<file path="src/hw/njd_pkg.sv">
// Package: register map, field layout and timing constants for the join/diagnostics block
package njd_pkg;

    // Bus and data widths
    localparam int unsigned ADDR_W     = 8;
    localparam int unsigned DATA_W     = 32;
    localparam int unsigned STN_W      = 8;
    localparam int unsigned RAM_ADDR_W = 11;

    // Register byte offsets
    localparam logic [ADDR_W-1:0] OFS_STATION  = 8'h00;
    localparam logic [ADDR_W-1:0] OFS_CONFIG   = 8'h04;
    localparam logic [ADDR_W-1:0] OFS_FIRST_SETUP_REGISTER   = 8'h08;
    localparam logic [ADDR_W-1:0] OFS_PROBE    = 8'h0c;
    localparam logic [ADDR_W-1:0] OFS_NEXT_STN = 8'h10;
    localparam logic [ADDR_W-1:0] OFS_DIAG     = 8'h14;
    localparam logic [ADDR_W-1:0] OFS_XSTAT    = 8'h18;
    localparam logic [ADDR_W-1:0] OFS_CMD      = 8'h1c;

    // Configuration register fields
    localparam int unsigned CFG_JOIN_BIT = 5;

    // Setup register fields
    localparam int unsigned SU_SHORT_BIT = 0;
    localparam int unsigned SU_SEL1_BIT  = 1;
    localparam int unsigned SU_SEL2_BIT  = 2;
    localparam int unsigned SU_W         = 3;

    // Diagnostic status fields
    localparam int unsigned DG_SELF_BIT  = 7;
    localparam int unsigned DG_CLASH_BIT = 6;
    localparam int unsigned DG_LINE_BIT  = 5;
    localparam int unsigned DG_PASS_BIT  = 4;
    localparam int unsigned DG_SUCC_BIT  = 3;
    localparam int unsigned DG_PROBE_BIT = 2;
    localparam int unsigned DG_DONE_BIT  = 1;

    // Transmit status fields
    localparam int unsigned XS_FREE_BIT   = 0;
    localparam int unsigned XS_REFUSE_BIT = 1;

    // Command register fields
    localparam int unsigned CMD_DISABLE_BIT = 0;
    localparam int unsigned CMD_CLEAR_BIT   = 1;

    // Start-up buffer writes
    localparam logic [RAM_ADDR_W-1:0] RAM_ADDR_MARK = 11'h000;
    localparam logic [RAM_ADDR_W-1:0] RAM_ADDR_STN  = 11'h001;
    localparam logic [STN_W-1:0]      RAM_MARK_DATA = 8'hd1;

    // Refusal limits
    localparam int unsigned   REFUSE_CNT_W   = 7;
    localparam logic [6:0]    REFUSE_LONG_MAX  = 7'h7f;
    localparam logic [6:0]    REFUSE_SHORT_MAX = 7'h03;

    // Clash watch window
    localparam int unsigned CLK_FREQ_KHZ   = 100000;
    localparam int unsigned CLASH_WIN_MS   = 420;
    localparam int unsigned CLASH_LONG_MS  = 840;
    localparam int unsigned CLASH_WIN_CYC  = CLASH_WIN_MS * CLK_FREQ_KHZ;
    localparam int unsigned CLASH_LONG_CYC = CLASH_LONG_MS * CLK_FREQ_KHZ;
    localparam int unsigned WIN_CNT_W      = 27;

    // Reset values
    localparam logic [STN_W-1:0] STATION_RST = 8'h00;
    localparam logic [SU_W-1:0]  SETUP_RST   = 3'h0;

    // Network-side events seen by the block
    typedef struct packed {
        logic             token_seen;
        logic             token_own;
        logic [STN_W-1:0] token_dest;
        logic             token_answered;
        logic             token_for_us;
        logic             rx_timer_expired;
        logic             refusal;
        logic             buffer_ok;
        logic             successor_valid;
        logic [STN_W-1:0] successor_id;
    } njd_net_ev_t;

    // Buffer RAM write port
    typedef struct packed {
        logic                  we;
        logic [RAM_ADDR_W-1:0] addr;
        logic [STN_W-1:0]      data;
    } njd_ram_wr_t;

    // Control toward the protocol core
    typedef struct packed {
        logic core_run;
        logic may_join;
        logic rebuild_req;
    } njd_core_ctl_t;

endpackage

</file>
<file path="src/hw/njd_top.sv">
// Node join gating, clash and probe detection, and sticky diagnostic flags
//
// Overview of operation
// - Zero station number keeps core fully idle
// - Non-zero number wakes core; join waits
// - Clash flag within 420 ms, else 840
// - Clash: token destination answered equals ours
// - Diagnostic status read clears clash flag
// - Joining causes rebuild, sets self-rebuild flag
// - Probe value watched after every write
// - Probe answer sets probe-match flag
// - Successor readable from next-station register
// - Own receive timer expiry sets self-rebuild once joined
// - Diagnostic status read clears self-rebuild
// - Configuration bit 5 is join allow
// - Line activity flag on receive one
// - Pass-frame flag on foreign tokens only
// - Refusal limit 128 or 4, interrupt
// - Disable command frees sender on token
// - Refusal counter wraps; clear command rearms
// - Successor change flag on new successor
// - Non-zero station write stores d1 and number
`timescale 1ns/10ps

module njd_top
    import njd_pkg::*;
#(
    parameter int unsigned CLASH_WIN_CYCLES  = njd_pkg::CLASH_WIN_CYC,
    parameter int unsigned CLASH_LONG_CYCLES = njd_pkg::CLASH_LONG_CYC
) (
    // Clock and reset
    input  wire logic                         clk_in,
    input  wire logic                         rst_n_in,
    // APB slave
    input  wire logic                         psel_in,
    input  wire logic                         penable_in,
    input  wire logic                         pwrite_in,
    input  wire logic [njd_pkg::ADDR_W-1:0]   paddr_in,
    input  wire logic [njd_pkg::DATA_W-1:0]   pwdata_in,
    output logic      [njd_pkg::DATA_W-1:0]   prdata_out,
    output logic                              pready_out,
    output logic                              pslverr_out,
    // Network side
    input  wire logic                         serial_receive_input_in,
    input  wire njd_pkg::njd_net_ev_t         net_ev_in,
    // Core side
    output njd_pkg::njd_core_ctl_t            core_ctl_out,
    output njd_pkg::njd_ram_wr_t              ram_wr_out,
    output logic                              refusal_irq_out
);
    import njd_pkg::*;

    typedef enum logic [1:0] {
        NJD_RAM_IDLE,
        NJD_RAM_MARK,
        NJD_RAM_STN
    } njd_ram_st_t;

    // Address decode shared by read and write paths
    function automatic logic hit(input logic [ADDR_W-1:0] a, input logic [ADDR_W-1:0] ofs);
        hit = (a == ofs);
    endfunction

    // Software-visible state
    logic [STN_W-1:0]        station_q;
    logic                    join_allow_bit_q;
    logic [SU_W-1:0]         setup_q;
    logic [STN_W-1:0]        probe_q;
    logic                    probe_armed_q;
    logic [STN_W-1:0]        next_stn_q;
    // Sticky flags
    logic                    self_caused_ring_rebuild_q;
    logic                    clash_detected_flag_q;
    logic                    line_activity_flag_q;
    logic                    pass_frame_seen_q;
    logic                    successor_changed_flag_q;
    logic                    probe_match_flag_q;
    logic                    clash_done_q;
    logic                    refusal_limit_flag_q;
    logic                    sender_free_flag_q;
    logic                    disable_pend_q;
    // Network tracking
    logic [STN_W-1:0]        last_dest_q;
    logic                    last_valid_q;
    logic [REFUSE_CNT_W-1:0] refuse_cnt_q;
    logic [WIN_CNT_W-1:0]    win_cnt_q;
    logic                    join_prev_q;
    njd_ram_st_t             ram_st_q;
    // Bus strobes and derived terms
    logic                    acc;
    logic                    wr_en;
    logic                    rd_en;
    logic                    mapped;
    logic                    diag_rd;
    logic                    stn_wr;
    logic                    cmd_wr;
    logic                    core_run;
    logic                    joined;
    logic                    join_evt;
    logic                    timer_evt;
    logic                    answered_dest_ok;
    logic                    clash_set;
    logic                    probe_set;
    logic                    refuse_max_hit;
    logic [REFUSE_CNT_W-1:0] refuse_max;
    logic [WIN_CNT_W-1:0]    win_limit;

    // Zero-wait slave: every access completes in its first access cycle
    assign acc     = psel_in & penable_in;
    assign wr_en   = acc & pwrite_in;
    assign rd_en   = acc & ~pwrite_in;
    assign mapped  = hit(paddr_in, OFS_STATION) | hit(paddr_in, OFS_CONFIG)
                   | hit(paddr_in, OFS_FIRST_SETUP_REGISTER)  | hit(paddr_in, OFS_PROBE)
                   | hit(paddr_in, OFS_NEXT_STN) | hit(paddr_in, OFS_DIAG)
                   | hit(paddr_in, OFS_XSTAT)   | hit(paddr_in, OFS_CMD);
    assign pready_out  = 1'b1;
    assign pslverr_out = acc & ~mapped;
    assign diag_rd = rd_en & hit(paddr_in, OFS_DIAG);
    assign stn_wr  = wr_en & hit(paddr_in, OFS_STATION);
    assign cmd_wr  = wr_en & hit(paddr_in, OFS_CMD);

    // Core gating
    assign core_run  = (station_q != STATION_RST);
    assign joined    = core_run & join_allow_bit_q;
    assign join_evt  = joined & ~join_prev_q;
    assign timer_evt = joined & net_ev_in.rx_timer_expired;
    assign core_ctl_out.core_run    = core_run;
    assign core_ctl_out.may_join    = joined;
    assign core_ctl_out.rebuild_req = join_evt | timer_evt;

    // An answer refers to the most recently seen foreign token
    assign answered_dest_ok = core_run & net_ev_in.token_answered & last_valid_q;
    // Before joining nobody else may answer our number; after, we answer it ourselves
    assign clash_set = answered_dest_ok & ~joined & (last_dest_q == station_q);
    assign probe_set = answered_dest_ok & probe_armed_q & (last_dest_q == probe_q);

    // Refusal threshold select
    assign refuse_max = setup_q[SU_SHORT_BIT] ? REFUSE_SHORT_MAX : REFUSE_LONG_MAX;
    assign refuse_max_hit = net_ev_in.refusal & (refuse_cnt_q == refuse_max);

    // Clash window length; long unless both select bits are one
    assign win_limit = (setup_q[SU_SEL1_BIT] & setup_q[SU_SEL2_BIT])
                     ? WIN_CNT_W'(CLASH_WIN_CYCLES) : WIN_CNT_W'(CLASH_LONG_CYCLES);

    // Station number; a write restarts the clash window
    always_ff @(posedge clk_in or negedge rst_n_in) begin
        if (!rst_n_in) begin
            station_q <= STATION_RST;
        end else if (stn_wr) begin
            station_q <= pwdata_in[STN_W-1:0];
        end
    end

    // Configuration and setup
    always_ff @(posedge clk_in or negedge rst_n_in) begin
        if (!rst_n_in) begin
            join_allow_bit_q <= 1'b0;
            setup_q          <= SETUP_RST;
            join_prev_q      <= 1'b0;
        end else begin
            join_prev_q <= joined;
            if (wr_en && hit(paddr_in, OFS_CONFIG)) begin
                join_allow_bit_q <= pwdata_in[CFG_JOIN_BIT];
            end
            if (wr_en && hit(paddr_in, OFS_FIRST_SETUP_REGISTER)) begin
                setup_q <= pwdata_in[SU_W-1:0];
            end
        end
    end

    // Probe value; any write arms the watch, even once joined
    always_ff @(posedge clk_in or negedge rst_n_in) begin
        if (!rst_n_in) begin
            probe_q       <= STATION_RST;
            probe_armed_q <= 1'b0;
        end else if (wr_en && hit(paddr_in, OFS_PROBE)) begin
            probe_q       <= pwdata_in[STN_W-1:0];
            probe_armed_q <= 1'b1;
        end
    end

    // Last foreign token destination, for answer matching
    always_ff @(posedge clk_in or negedge rst_n_in) begin
        if (!rst_n_in) begin
            last_dest_q  <= STATION_RST;
            last_valid_q <= 1'b0;
        end else if (net_ev_in.token_seen && !net_ev_in.token_own) begin
            last_dest_q  <= net_ev_in.token_dest;
            last_valid_q <= 1'b1;
        end
    end

    // Successor tracking
    always_ff @(posedge clk_in or negedge rst_n_in) begin
        if (!rst_n_in) begin
            next_stn_q <= STATION_RST;
        end else if (net_ev_in.successor_valid) begin
            next_stn_q <= net_ev_in.successor_id;
        end
    end

    // Sticky diagnostic flags; a set in the clearing cycle wins
    always_ff @(posedge clk_in or negedge rst_n_in) begin
        if (!rst_n_in) begin
            self_caused_ring_rebuild_q <= 1'b0;
            clash_detected_flag_q      <= 1'b0;
            line_activity_flag_q       <= 1'b0;
            pass_frame_seen_q          <= 1'b0;
            successor_changed_flag_q   <= 1'b0;
            probe_match_flag_q         <= 1'b0;
        end else begin
            self_caused_ring_rebuild_q <= (self_caused_ring_rebuild_q & ~diag_rd)
                                        | join_evt | timer_evt;
            clash_detected_flag_q      <= (clash_detected_flag_q & ~diag_rd)
                                        | clash_set;
            line_activity_flag_q       <= (line_activity_flag_q & ~diag_rd)
                                        | serial_receive_input_in;
            pass_frame_seen_q          <= (pass_frame_seen_q & ~diag_rd)
                                        | (net_ev_in.token_seen & ~net_ev_in.token_own);
            successor_changed_flag_q   <= (successor_changed_flag_q & ~diag_rd)
                                        | (net_ev_in.successor_valid
                                           & (net_ev_in.successor_id != next_stn_q));
            probe_match_flag_q         <= (probe_match_flag_q & ~diag_rd)
                                        | probe_set;
        end
    end

    // Clash window: reports when a full watch period has passed
    always_ff @(posedge clk_in or negedge rst_n_in) begin
        if (!rst_n_in) begin
            win_cnt_q    <= '0;
            clash_done_q <= 1'b0;
        end else if (stn_wr) begin
            win_cnt_q    <= '0;
            clash_done_q <= 1'b0;
        end else if (core_run && !clash_done_q) begin
            if (win_cnt_q >= win_limit - WIN_CNT_W'(1)) begin
                clash_done_q <= 1'b1;
            end else begin
                win_cnt_q <= win_cnt_q + WIN_CNT_W'(1);
            end
        end
    end

    // Refusal counter wraps so the flag can fire again
    always_ff @(posedge clk_in or negedge rst_n_in) begin
        if (!rst_n_in) begin
            refuse_cnt_q <= '0;
        end else if (net_ev_in.buffer_ok) begin
            refuse_cnt_q <= '0;
        end else if (refuse_max_hit) begin
            refuse_cnt_q <= '0;
        end else if (net_ev_in.refusal) begin
            refuse_cnt_q <= refuse_cnt_q + REFUSE_CNT_W'(1);
        end
    end

    // Refusal limit flag; cleared only by the flag-clear command
    always_ff @(posedge clk_in or negedge rst_n_in) begin
        if (!rst_n_in) begin
            refusal_limit_flag_q <= 1'b0;
        end else begin
            refusal_limit_flag_q <= (refusal_limit_flag_q
                                     & ~(cmd_wr & pwdata_in[CMD_CLEAR_BIT]))
                                  | refuse_max_hit;
        end
    end

    // Sender release: disable is honoured at the next token we receive
    always_ff @(posedge clk_in or negedge rst_n_in) begin
        if (!rst_n_in) begin
            sender_free_flag_q <= 1'b1;
            disable_pend_q     <= 1'b0;
        end else if (cmd_wr && pwdata_in[CMD_DISABLE_BIT]) begin
            sender_free_flag_q <= 1'b0;
            disable_pend_q     <= 1'b1;
        end else if (disable_pend_q && net_ev_in.token_for_us) begin
            sender_free_flag_q <= 1'b1;
            disable_pend_q     <= 1'b0;
        end
    end

    // Start-up buffer writes after a non-zero station number
    always_ff @(posedge clk_in or negedge rst_n_in) begin
        if (!rst_n_in) begin
            ram_st_q <= NJD_RAM_IDLE;
        end else begin
            unique case (ram_st_q)
                NJD_RAM_IDLE: begin
                    if (stn_wr && (pwdata_in[STN_W-1:0] != STATION_RST)) begin
                        ram_st_q <= NJD_RAM_MARK;
                    end
                end
                NJD_RAM_MARK: begin
                    ram_st_q <= NJD_RAM_STN;
                end
                NJD_RAM_STN: begin
                    ram_st_q <= NJD_RAM_IDLE;
                end
                default: begin
                    ram_st_q <= NJD_RAM_IDLE;
                end
            endcase
        end
    end

    // Buffer write port decode from state
    always_comb begin
        ram_wr_out.we   = 1'b0;
        ram_wr_out.addr = RAM_ADDR_MARK;
        ram_wr_out.data = RAM_MARK_DATA;
        if (ram_st_q == NJD_RAM_MARK) begin
            ram_wr_out.we = 1'b1;
        end else if (ram_st_q == NJD_RAM_STN) begin
            ram_wr_out.we   = 1'b1;
            ram_wr_out.addr = RAM_ADDR_STN;
            ram_wr_out.data = station_q;
        end
    end

    // Interrupt follows the refusal flag level
    assign refusal_irq_out = refusal_limit_flag_q;

    // Read mux; unmapped and write cycles return zero
    always_comb begin
        prdata_out = '0;
        if (rd_en) begin
            if (hit(paddr_in, OFS_STATION)) begin
                prdata_out[STN_W-1:0] = station_q;
            end else if (hit(paddr_in, OFS_CONFIG)) begin
                prdata_out[CFG_JOIN_BIT] = join_allow_bit_q;
            end else if (hit(paddr_in, OFS_FIRST_SETUP_REGISTER)) begin
                prdata_out[SU_W-1:0] = setup_q;
            end else if (hit(paddr_in, OFS_PROBE)) begin
                prdata_out[STN_W-1:0] = probe_q;
            end else if (hit(paddr_in, OFS_NEXT_STN)) begin
                prdata_out[STN_W-1:0] = next_stn_q;
            end else if (hit(paddr_in, OFS_DIAG)) begin
                prdata_out[DG_SELF_BIT]  = self_caused_ring_rebuild_q;
                prdata_out[DG_CLASH_BIT] = clash_detected_flag_q;
                prdata_out[DG_LINE_BIT]  = line_activity_flag_q;
                prdata_out[DG_PASS_BIT]  = pass_frame_seen_q;
                prdata_out[DG_SUCC_BIT]  = successor_changed_flag_q;
                prdata_out[DG_PROBE_BIT] = probe_match_flag_q;
                prdata_out[DG_DONE_BIT]  = clash_done_q;
            end else if (hit(paddr_in, OFS_XSTAT)) begin
                prdata_out[XS_FREE_BIT]   = sender_free_flag_q;
                prdata_out[XS_REFUSE_BIT] = refusal_limit_flag_q;
            end
        end
    end

endmodule

</file>
<file path="config.mk">
export PLATFORM = sky130hd
export DESIGN_NAME = njd_top
export DESIGN_NICKNAME = d
export VERILOG_FILES = /design/src/hw/njd_pkg.sv /design/src/hw/njd_top.sv
export SDC_FILE = /design/constraint.sdc
export NUM_CORES = 1
export LEC_CHECK = 0
export CAP_MARGIN = 10
export CORE_ASPECT_RATIO = 1.25
export CORE_UTILIZATION = 41
export DETAILED_ROUTE_END_ITERATION = 10
export DONT_BUFFER_PORTS = 1
export PLACE_DENSITY_LB_ADDON = 0.12
export SYNTH_ARGS = -nofsm -noshare
export SYNTH_HDL_FRONTEND = slang
export SYNTH_SLANG_ARGS = --single-unit
</file>
<file path="constraint.sdc">
create_clock -name clk_in -period 2.4 [get_ports clk_in]
set_input_delay 0.36 -clock clk_in [delete_from_list [all_inputs] [get_ports clk_in]]
set_output_delay 0.36 -clock clk_in [all_outputs]
set_load 0.02 [all_outputs]
</file>
==> results.json, run 1 <==
{
  "area_of_the_core_mm2": 0.0123,
  "clk_latency_ps": 350,
  "top_layer_used": "met4",
  "cp_peak_stage_delay_ps": 550,
  "p_per_area_mw_per_mm2": 659,
  "post_route_cells_drive_above_1_share": 0.233,
  "timing.clock.skew_ps": 9.85,
  "design_power_total_mw": 4.17,
  "synth_compound_area_frac": 0.145,
  "design.final.nets": 695,
  "critical_path.endpoint_type": "flip-flop",
  "regToRegSetupSlack_ps": 40,
  "met1Wirelength_mm": 6.32,
  "worstPathArrival_ps": 2630,
  "period_utilization": 0.985,
  "critical_path_peak_fanout": 5,
  "ys_seq_elements": 85,
  "run_status": "completed",
  "slew-limit-headroom": 0.564,
  "tritoncts": "done",
  "avgViaCountPerCell": 5.66,
  "synthesized_area_fraction_occupied_by_and_or_nand_nor_cells": 0.223,
  "hp-class": "in2reg",
  "vias": 4427,
  "total_congestion_overflow_after_global_routing": 0,
  "syn-mean-instance-area_um2": 9.25,
  "endpoint_required_time_on_the_critical_path_ps": 2660,
  "number_of_global_route_vias_before_repair": 4275,
  "power_leakage_nw": 2.68,
  "post_synth_inst_count": 569,
  "insertedDiodeCount": 0,
  "slowest_stage": "sky130_fd_sc_hd__or4_4",
  "wl_met2_mm": 7.27,
  "post_synth_adder_cell_area": 0.0285,
  "path_clk_slew_ps": 70,
  "synth_xor_xnor_area_share": 0.0482,
  "fillers": 1110,
  "clk_path_buf_depth": 2,
  "io_buffer_count": 0,
  "internal_power_mw": 2.91,
  "cts_num_sinks": 85,
  "peakVddDrop_v": 0.000298,
  "die_w_um": 103,
  "setup.worst_path.start_class": "flip-flop",
  "timing_hold_violations_final": 0,
  "ctsHtreeMaxLevel": 3,
  "dieHeight_um": 129,
  "design.die.area_mm2": 0.0133,
  "post-place-ws_ps": -89.1,
  "design.portCount": 128,
  "synth.distinct_cells": 59,
  "multiInputGateArea_mm2": 0.00306,
  "rsz0062_at_grt": "yes",
  "std_cell_rows": 45,
  "drt_iter0_markers": 198,
  "ff_latch_area_mm2": 0.00213,
  "wl_per_cell_um": 18.7,
  "ys_dominant_reg_cell": "sky130_fd_sc_hd__dfrtp_1",
  "clkPwrFrac": 0.391,
  "worst-slew-pin-transition_ps": 654,
  "cts-buffers-inserted": 9,
  "min_period_ps": 2360,
  "maxCapViolCount": 0,
  "gr-usage-all-layers": 0.225,
  "final.setup.worst_slack_ps": 35.9,
  "setup_violations": 0,
  "synth_top_family_by_area": "simple AND/OR/NAND/NOR gates",
  "synth.yosys.seq_area_share": 0.404,
  "grt_pass1_wl_mm": 22.5,
  "synth-edff-count": 0,
  "power.net_switching_mw": 1.26,
  "yosysWarningCount": 0,
  "detail_route.drc_violations": 0,
  "route.antenna.remaining_nets": 0,
  "power.share.sequential": 0.406,
  "finalWeightedCongestion": 0.839,
  "detailed_placement_wirelength_estimate_mm": 10.3,
  "synth-async-reset-ratio": 1.00,
  "critical-path-top-cell-by-count": "sky130_fd_sc_hd__buf_4",
  "p_sw_frac": 0.303,
  "grt_antenna_before_repair": 0,
  "clock_tree.root_cell": "sky130_fd_sc_hd__clkbuf_16",
  "p_comb_frac": 0.203,
  "wirelength_mm": 14.7,
  "maximum_clock_frequency_ghz": 0.423,
  "met3RoutedLength_um": 768,
  "initial_cell_density_of_the_core": 0.427,
  "drt_pass1_iterations": 4,
  "syn_area_mm2": 0.00527,
  "synth_mux_area_frac": 0.0677,
  "grt_max_degree": 86,
  "worstPathCellList": "or4_4 > nor3_4 > buf_4 > buf_4 > and4b_2 > a211oi_2 > buf_4 > nand4_1 > mux2i_1",
  "critPathKind": "reg2reg",
  "finalMaxSlewViolations": 0,
  "syn2layout_area_growth_pct": 20.2
}
-- flip-flops by register name, summed over array words and instances (netlist names) --
name,cells
refusal_irq_out,1
ram_st_q,2
line_activity_flag_q,1
sender_free_flag_q,1
station_q,8
probe_armed_q,1
pass_frame_seen_q,1
last_valid_q,1
probe_match_flag_q,1
join_prev_q,1
clash_detected_flag_q,1
self_caused_ring_rebuild_q,1
successor_changed_flag_q,1
last_dest_q,8
win_cnt_q,27
clash_done_q,1
refuse_cnt_q,7
disable_pend_q,1
next_stn_q,8
join_allow_bit_q,1
setup_q,3
probe_q,8
-- cells in the final DEF, fill, tap and decap left out, types with 9 or more instances in the layout --
master,Yosys,layout
sky130_fd_sc_hd__or3_1,12,10
sky130_fd_sc_hd__or4_1,13,10
sky130_fd_sc_hd__a21oi_1,30,27
sky130_fd_sc_hd__xnor2_1,21,21
sky130_fd_sc_hd__mux2_2,29,29
sky130_fd_sc_hd__nand4_1,13,13
sky130_fd_sc_hd__buf_4,37,51
sky130_fd_sc_hd__nand3_1,17,17
sky130_fd_sc_hd__nor3_1,12,11
sky130_fd_sc_hd__nor2_1,23,21
sky130_fd_sc_hd__dfrtp_1,84,84
sky130_fd_sc_hd__nand2_1,71,69
sky130_fd_sc_hd__and2_1,11,11
sky130_fd_sc_hd__inv_1,9,9
sky130_fd_sc_hd__o211ai_1,10,10
sky130_fd_sc_hd__o21ai_0,23,21
sky130_fd_sc_hd__and3_1,14,13
sky130_fd_sc_hd__conb_1,2,35
sky130_fd_sc_hd__nand2b_1,12,12
sky130_fd_sc_hd__ha_1,12,10
sky130_fd_sc_hd__clkbuf_16,0,11
-- worst paths after layout --
| check | startpoint | endpoint | cells past startpoint |
|---|---|---|---|
| max in group asynchronous | rst_n_in | sender_free_flag_q | 2 |
| worst min-delay path | pwdata_in[0] | sender_free_flag_q | 1 |
| worst max-delay path | win_cnt_q[20] | win_cnt_q[6] | 9 |
| min in group asynchronous | rst_n_in | ram_st_q[0] | 2 |
| worst min register to register | last_valid_q | last_valid_q | 1 |
| worst max register to register | win_cnt_q[20] | win_cnt_q[6] | 9 |
-- final cells by class --
| class | count | area share |
|---|---|---|
| clock buffers | 9 | 0.0356 |
| flip-flops and latches | 85 | 0.336 |
| multi-input cells | 447 | 0.483 |
| inverters | 10 | 0.00633 |
| repair buffers | 60 | 0.0874 |
| well taps | 164 | 0.0324 |
| clock inverters | 7 | 0.0194 |
-- critical path, delay by kind of cell, from the launching register on --
kind / cells / cell delay, ps
muxes: 1 / 210
DFF: 1 / 380
AOI/OAI and AO/OA: 1 / 110
and+or+nand+nor: 4 / 1140
buffers and inverters: 3 / 430
-- cells by family (layout without fill, tap and decap cells) --
kind of cell,count (synthesis),in the layout
AND/OR/NAND/NOR,224,224
flip-flops,85,85
AO/OA/AOI/OAI,114,115
XOR/XNOR,29,29
buffers and inverters,71,86
other,2,35
adder cells (fa/ha/maj),12,12
multiplexers,32,32
-- Yosys cell counts, types with 14 or more instances --
master                     number  area share
sky130_fd_sc_hd__dfrtp_1       84        0.40
sky130_fd_sc_hd__and3_1        14       0.017
sky130_fd_sc_hd__o21ai_0       23       0.022
sky130_fd_sc_hd__a21oi_1       30       0.029
sky130_fd_sc_hd__nand2_1       71       0.051
sky130_fd_sc_hd__nor2_1        23       0.016
sky130_fd_sc_hd__buf_4         37       0.053
sky130_fd_sc_hd__xnor2_1       21       0.035
sky130_fd_sc_hd__clkbuf_1      18       0.013
sky130_fd_sc_hd__nand3_1       17       0.016
sky130_fd_sc_hd__mux2_2        29       0.062
-- per-stage QoR --
step	instances	hold WS (ps)	TNS, ps	instance area [um^2]	util
5_1_grt	782	63.3	-103	6330	0.513
2_1_floorplan	602	64.4	0	5400	-
3_3_place_gp	756	68.0	-342	5630	0.457
3_5_place_dp	756	67.4	-457	5630	0.457
4_1_cts	777	57.0	-95.2	6070	0.493
6_report	782	67.5	0	6330	0.513
-- power by group through the flow --
stage / registers [mW] / logic (mW) / clock network (mW)
4_1_cts: 1.69 / 0.790 / 1.67
5_1_grt: 1.71 / 0.943 / 1.73
2_1_floorplan: 1.68 / 0.607 / 0
3_3_place_gp: 1.71 / 0.727 / 0
3_5_place_dp: 1.71 / 0.747 / 0
6_report: 1.69 / 0.847 / 1.63
-- timing repair --
| item | in CTS | in global routing |
|---|---|---|
| pin swaps | 9 | 16 |
| gates cloned | 1 | 2 |
| hold buffers | 2 | 0 |
| buffers inserted | 2 | 4 |
| endpoints found under the hold margin | 85 | 0 |
| endpoints found under the setup margin | 17 | 29 |
| resized for setup | 9 | 36 |
-- per-layer routing --
| layer | GRT usage | vias to the layer above |
|---|---|---|
| li1 | - | 2102 |
| met3 | 0.0331 | 18 |
| met5 | 0 | - |
| met2 | 0.375 | 136 |
| met4 | 0.0936 | 0 |
| met1 | 0.290 | 2171 |
Power figures use the tool's default switching activity.
==> inputs of run 2 (changes only) <==
--- a/config.mk
+++ b/config.mk
@@ -5,11 +5,12 @@
 export SDC_FILE = /design/constraint.sdc
 export NUM_CORES = 1
 export LEC_CHECK = 0
-export CAP_MARGIN = 10
+export BUFFER_PORTS_ARGS = -buffer_cell sky130_fd_sc_hd__buf_2
+export CAP_MARGIN = 0
 export CORE_ASPECT_RATIO = 1.25
 export CORE_UTILIZATION = 41
 export DETAILED_ROUTE_END_ITERATION = 10
-export DONT_BUFFER_PORTS = 1
+export GPL_ROUTABILITY_DRIVEN = 0
 export PLACE_DENSITY_LB_ADDON = 0.12
 export SYNTH_ARGS = -nofsm -noshare
 export SYNTH_HDL_FRONTEND = slang
==> results.json, run 2 (synthesized netlist as in run 1, its figures left out) <==
{
  "met2_usage": 0.379,
  "critPathKind": "reg2reg",
  "power.net_switching_mw": 1.30,
  "clock_tree.root_cell": "sky130_fd_sc_hd__clkbuf_16",
  "detail_route.drc_violations": 0,
  "grt_pass1_wl_mm": 22.8,
  "met3_usage": 0.0359,
  "critical_path_peak_fanout": 8,
  "design.portCount": 128,
  "period_utilization": 0.981,
  "finalMaxSlewViolations": 0,
  "rsz0062_at_grt": "yes",
  "largest_register_ff_count": 27,
  "power.share.sequential": 0.430,
  "internal_power_mw": 2.66,
  "critical_path.endpoint_type": "flip-flop",
  "timing_hold_violations_final": 0,
  "endpoint_required_time_on_the_critical_path_ps": 2670,
  "fillers": 1118,
  "setup.worst_path.start_class": "flip-flop",
  "dieHeight_um": 129,
  "cts-buffers-inserted": 9,
  "worst-slew-pin-transition_ps": 731,
  "drt_iter0_markers": 207,
  "peakVddDrop_v": 0.000395,
  "die_w_um": 103,
  "maximum_clock_frequency_ghz": 0.425,
  "worst_r2r_endpoint": "win_cnt_q[3]",
  "vias": 4618,
  "worstRegToRegCells": 6,
  "crit_path_start": "win_cnt_q[20]",
  "final.setup.tns_ps": 0,
  "gr-usage-all-layers": 0.225,
  "multiInputGateArea_mm2": 0.00306,
  "p_per_area_mw_per_mm2": 604,
  "grt.met1_usage": 0.293,
  "layout_commonest_cell": "sky130_fd_sc_hd__dfrtp_1",
  "grt_max_degree": 49,
  "post_route_cells_drive_above_1_share": 0.310,
  "insertedDiodeCount": 0,
  "clk_latency_ps": 340,
  "ctsHtreeMaxLevel": 3,
  "maxCapViolCount": 0,
  "design.die.area_mm2": 0.0133,
  "hp-class": "in2async",
  "reg_to_reg_critical_path_startpoint": "win_cnt_q[20]",
  "avgViaCountPerCell": 5.45,
  "ff_latch_area_mm2": 0.00213,
  "regToRegSetupSlack_ps": 50,
  "layout_common_cells": "sky130_fd_sc_hd__dfrtp_1 (84), sky130_fd_sc_hd__nand2_1 (68), sky130_fd_sc_hd__buf_2 (66), sky130_fd_sc_hd__buf_4 (53), sky130_fd_sc_hd__conb_1 (35)",
  "min_period_ps": 2350,
  "path_clk_slew_ps": 70,
  "tritoncts": "done",
  "design.final.nets": 760,
  "initial_cell_density_of_the_core": 0.427,
  "postLayoutCoreUtil": 0.531,
  "number_of_global_route_vias_before_repair": 4477,
  "route.antenna.remaining_nets": 0,
  "wl_per_cell_um": 16.8,
  "max_flop_register": "win_cnt_q",
  "slew-limit-headroom": 0.513,
  "area_of_the_core_mm2": 0.0123,
  "wirelength_mm": 14.2,
  "timing.clock.skew_ps": 9.51,
  "drt_pass1_iterations": 4,
  "run_status": "completed",
  "std_cell_rows": 45,
  "setup_violations": 0,
  "detailed_placement_wirelength_estimate_mm": 10.8,
  "clkPwrFrac": 0.341,
  "power_leakage_nw": 2.90,
  "total_congestion_overflow_after_global_routing": 0,
  "worstPathArrival_ps": 2620,
  "clk_path_buf_depth": 2,
  "grt_antenna_before_repair": 0,
  "p_sw_frac": 0.328,
  "busiest_layer": "met2",
  "cts_num_sinks": 85,
  "syn2layout_area_growth_pct": 24.4,
  "io_buffer_count": 68,
  "p_comb_frac": 0.229
}
==> run 2: cell types whose count changed in the layout (fill, tap and decap cells not counted), sizes merged <==
cell         delta
a211o           -1
buf            +69
bufinv          -3
clkbuf          -1
clkinvlp        +1
dlygate4sd3     -1
inv             +1
==> run 2: per-layer routing <==
metal	share of wire	wire length (um)	vias to the layer above
met4	0.020	279	0
met3	0.040	572	21
li1	-	-	2224
met2	0.49	6950	141
met5	0	0	-
met1	0.45	6440	2232
==> run 2: final cells by class <==
cell class | count | share of cell area
clock buffers | 10 | 0.0365
clock inverters | 6 | 0.00707
inverters | 10 | 0.00611
multi-input cells | 446 | 0.467
flip-flops and latches | 85 | 0.325
well taps | 164 | 0.0313
repair buffers | 126 | 0.127
==> run 2: worst max-delay path by stage <==
| stage | to | depth (start not counted) |
|---|---|---|
| 6_report | win_cnt_q[3] | 6 |
| 5_1_grt | win_cnt_q[3] | 9 |
| 4_1_cts | win_cnt_q[3] | 6 |
| 3_5_place_dp | win_cnt_q[13] | 7 |
| 3_3_place_gp | win_cnt_q[13] | 9 |
| 2_1_floorplan | prdata_out[1] | 4 |
==> run 2: timing repair <==
action / CTS / global route
pin swaps: 14 / 15
setup endpoints to repair: 19 / 31
hold buffers: 0 / 0
resized for setup: 15 / 34
endpoints found under the hold margin: 0 / 0
buffers inserted: 5 / 3
==> run 2: power by group through the flow <==
stage / Sequential [mW] / Clock [mW] / Combinational, mW
final: 1.70 / 1.35 / 0.907
after global routing: 1.72 / 1.42 / 1.02
after CTS: 1.70 / 1.37 / 0.864
after detailed placement: 1.72 / 0 / 0.855
after global placement: 1.72 / 0 / 0.830
after floorplan: 1.68 / 0 / 0.607
==> run 2: critical path, stage by stage (launching register included) <==
cell and delay [ps]:
sky130_fd_sc_hd__dfrtp_1 370, sky130_fd_sc_hd__or4_4 560, sky130_fd_sc_hd__nor3_4 180, sky130_fd_sc_hd__a311oi_2 170
sky130_fd_sc_hd__a211o_4 350, sky130_fd_sc_hd__or4_4 530, sky130_fd_sc_hd__a21oi_2 120
==> run 2: stage by stage <==
stage	area (um^2)	setup slack (ps)	cells	hold slack [ps]	total power [mW]
floorplan	5400	12.9	602	64.4	2.29
global placement	5980	-25.4	824	379	2.55
detailed placement	5980	-62.8	824	386	2.58
CTS	6360	-38.0	845	21.3	3.93
global route	6550	-6.79	847	42.8	4.16
finish	6550	46.3	847	13.7	3.96
==> inputs of run 3 (changes only) <==
--- a/config.mk
+++ b/config.mk
@@ -8,7 +8,7 @@
 export BUFFER_PORTS_ARGS = -buffer_cell sky130_fd_sc_hd__buf_2
 export CAP_MARGIN = 0
 export CORE_ASPECT_RATIO = 1.25
-export CORE_UTILIZATION = 41
+export CORE_UTILIZATION = 49
 export DETAILED_ROUTE_END_ITERATION = 10
 export GPL_ROUTABILITY_DRIVEN = 0
 export PLACE_DENSITY_LB_ADDON = 0.12
==> results.json, run 3 (synthesized netlist as in run 1, its figures left out) <==
{
  "run_status": "complete, but fails checks",
  "failed_checks": "hold timing",
  "critical_path_peak_fanout": 3,
  "design.die.area_mm2": 0.0112,
  "gr-usage-all-layers": 0.253,
  "dieHeight_um": 118,
  "path_buf_inv": 2,
  "finalMaxSlewViolations": 0,
  "path_clk_slew_ps": 60,
  "design.portCount": 128,
  "std_cell_rows": 41,
  "hp-class": "in2async",
  "number_of_global_route_vias_before_repair": 4618,
  "tritoncts": "done",
  "post-place-ws_ps": -219,
  "layout_common_cells": "sky130_fd_sc_hd__dfrtp_1 (84), sky130_fd_sc_hd__nand2_1 (70), sky130_fd_sc_hd__buf_2 (66), sky130_fd_sc_hd__buf_4 (42), sky130_fd_sc_hd__conb_1 (35)",
  "slowest_stage": "sky130_fd_sc_hd__or3_4",
  "vias": 4568,
  "maximum_clock_frequency_ghz": 0.426,
  "die_w_um": 94.7,
  "area_of_the_core_mm2": 0.0103,
  "p_per_area_mw_per_mm2": 619,
  "setup_violations": 0,
  "slew-limit-headroom": 0.476,
  "critPathKind": "in2out",
  "largest_register_ff_count": 27,
  "grt_pass1_wl_mm": 22.0,
  "endpoint_required_time_on_the_critical_path_ps": 2040,
  "grt_antenna_before_repair": 0,
  "worstPathCellList": "buf_2 > or2_2 > or3_4 > nor2_4 > a221o_1 > o41ai_1 > a221oi_2 > buf_4",
  "holdWs_ps": -7.24,
  "design.final.nets": 746,
  "cts-buffers-inserted": 9,
  "postLayoutCoreUtil": 0.615,
  "wl_per_cell_um": 17.1,
  "ctsHtreeMaxLevel": 3,
  "min_period_ps": 2350,
  "peakVddDrop_v": 0.000396,
  "standard_cell_area_after_detailed_placement_mm2": 0.00587,
  "io_buffer_count": 68,
  "fin_area_mm2": 0.00631,
  "initial_cell_density_of_the_core": 0.513,
  "max_flop_register": "win_cnt_q",
  "worst_path_dominant_cell_family": "simple AND/OR/NAND/NOR gates",
  "power_leakage_nw": 2.80,
  "layout_commonest_cell": "sky130_fd_sc_hd__dfrtp_1",
  "final.setup.worst_slack_ps": 50.1,
  "clk_latency_ps": 340,
  "cts_num_sinks": 85,
  "drt_iter0_markers": 185,
  "worstRegToRegCells": 9,
  "detail_route.drc_violations": 0,
  "route.antenna.remaining_nets": 0,
  "regToRegSetupSlack_ps": 60,
  "total_congestion_overflow_after_global_routing": 0,
  "rsz0062_at_grt": "yes",
  "post_route_cells_drive_above_1_share": 0.275,
  "detailed_placement_wirelength_estimate_mm": 10.1,
  "worstPathArrival_ps": 1990,
  "cts-hold-fix-buffers": 0,
  "worst-path-stages": 8,
  "grt_max_degree": 39,
  "avgViaCountPerCell": 5.72,
  "design_power_total_mw": 3.91,
  "timing_hold_violations_final": 10,
  "drt_pass1_iterations": 5,
  "worst_r2r_endpoint": "win_cnt_q[5]",
  "reg_to_reg_critical_path_startpoint": "setup_q[2]",
  "cp_peak_stage_delay_ps": 370,
  "timing.clock.skew_ps": 6.26,
  "clk_path_buf_depth": 2,
  "wirelength_mm": 13.6,
  "critical_path.endpoint_type": "primary output",
  "worst-slew-pin-transition_ps": 784,
  "insertedDiodeCount": 0,
  "syn2layout_area_growth_pct": 19.8,
  "clock_tree.root_cell": "sky130_fd_sc_hd__clkbuf_16",
  "setup.worst_path.start_class": "input port",
  "period_utilization": 0.979,
  "maxCapViolCount": 0
}
[run 3: through the flow]
step	setup TNS, ps	cells
final	0	798
after global routing	-221	798
after CTS	0	798
after detailed placement	-886	781
after global placement	-253	781
after floorplan	0	602
[run 3: layout make-up]
cell class                      instances  area [um^2]
Clock inverter                          5         36.3
Inverter                               10         37.5
Fill cell                             885         3950
Sequential cell                        85         2130
Timing Repair Buffer                  112          717
Clock buffer                           11          243
Tap cell                              129          161
Multi-Input combinational cell        446         2990
[run 3: routing by layer]
metal / track usage / vias to the layer above / wire [um]
met4: 0.110 / 0 / 342
met3: 0.0329 / 23 / 557
met5: 0 / - / 0
li1: - / 2195 / -
met2: 0.446 / 125 / 7210
met1: 0.299 / 2225 / 5500
[run 3: timing repair]
| item | CTS | global route |
|---|---|---|
| setup endpoints to repair | 14 | 23 |
| buffers inserted | 1 | 0 |
| resized for setup | 4 | 24 |
| gates cloned | 0 | 0 |
| pin swaps | 0 | 6 |
[run 3: worst max-delay path by stage]
stage / slack (ps) / start / endpoint
CTS: 10 / win_cnt_q[19] / win_cnt_q[17]
floorplan: 10 / paddr_in[2] / prdata_out[1]
global placement: -110 / setup_q[1] / win_cnt_q[6]
global route: -40 / setup_q[1] / win_cnt_q[17]
finish: 50 / paddr_in[1] / prdata_out[5]
detailed placement: -220 / setup_q[1] / win_cnt_q[6]
[run 3: worst reg2reg max path, stage by stage (launching register included)]
cell                      delay (ps)
sky130_fd_sc_hd__dfrtp_1         400
sky130_fd_sc_hd__nand2_4         140
sky130_fd_sc_hd__inv_2            70
sky130_fd_sc_hd__ha_1            180
sky130_fd_sc_hd__o21a_1          200
sky130_fd_sc_hd__nor2_4          120
sky130_fd_sc_hd__o41ai_4         110
sky130_fd_sc_hd__a211o_4         410
sky130_fd_sc_hd__or4_1           510
sky130_fd_sc_hd__a21oi_2         150
[run 3: power by group]
part	switching, mW	internal (mW)	total, mW
logic	0.535	0.361	0.896
clock network	0.588	0.730	1.32
registers	0.136	1.56	1.69
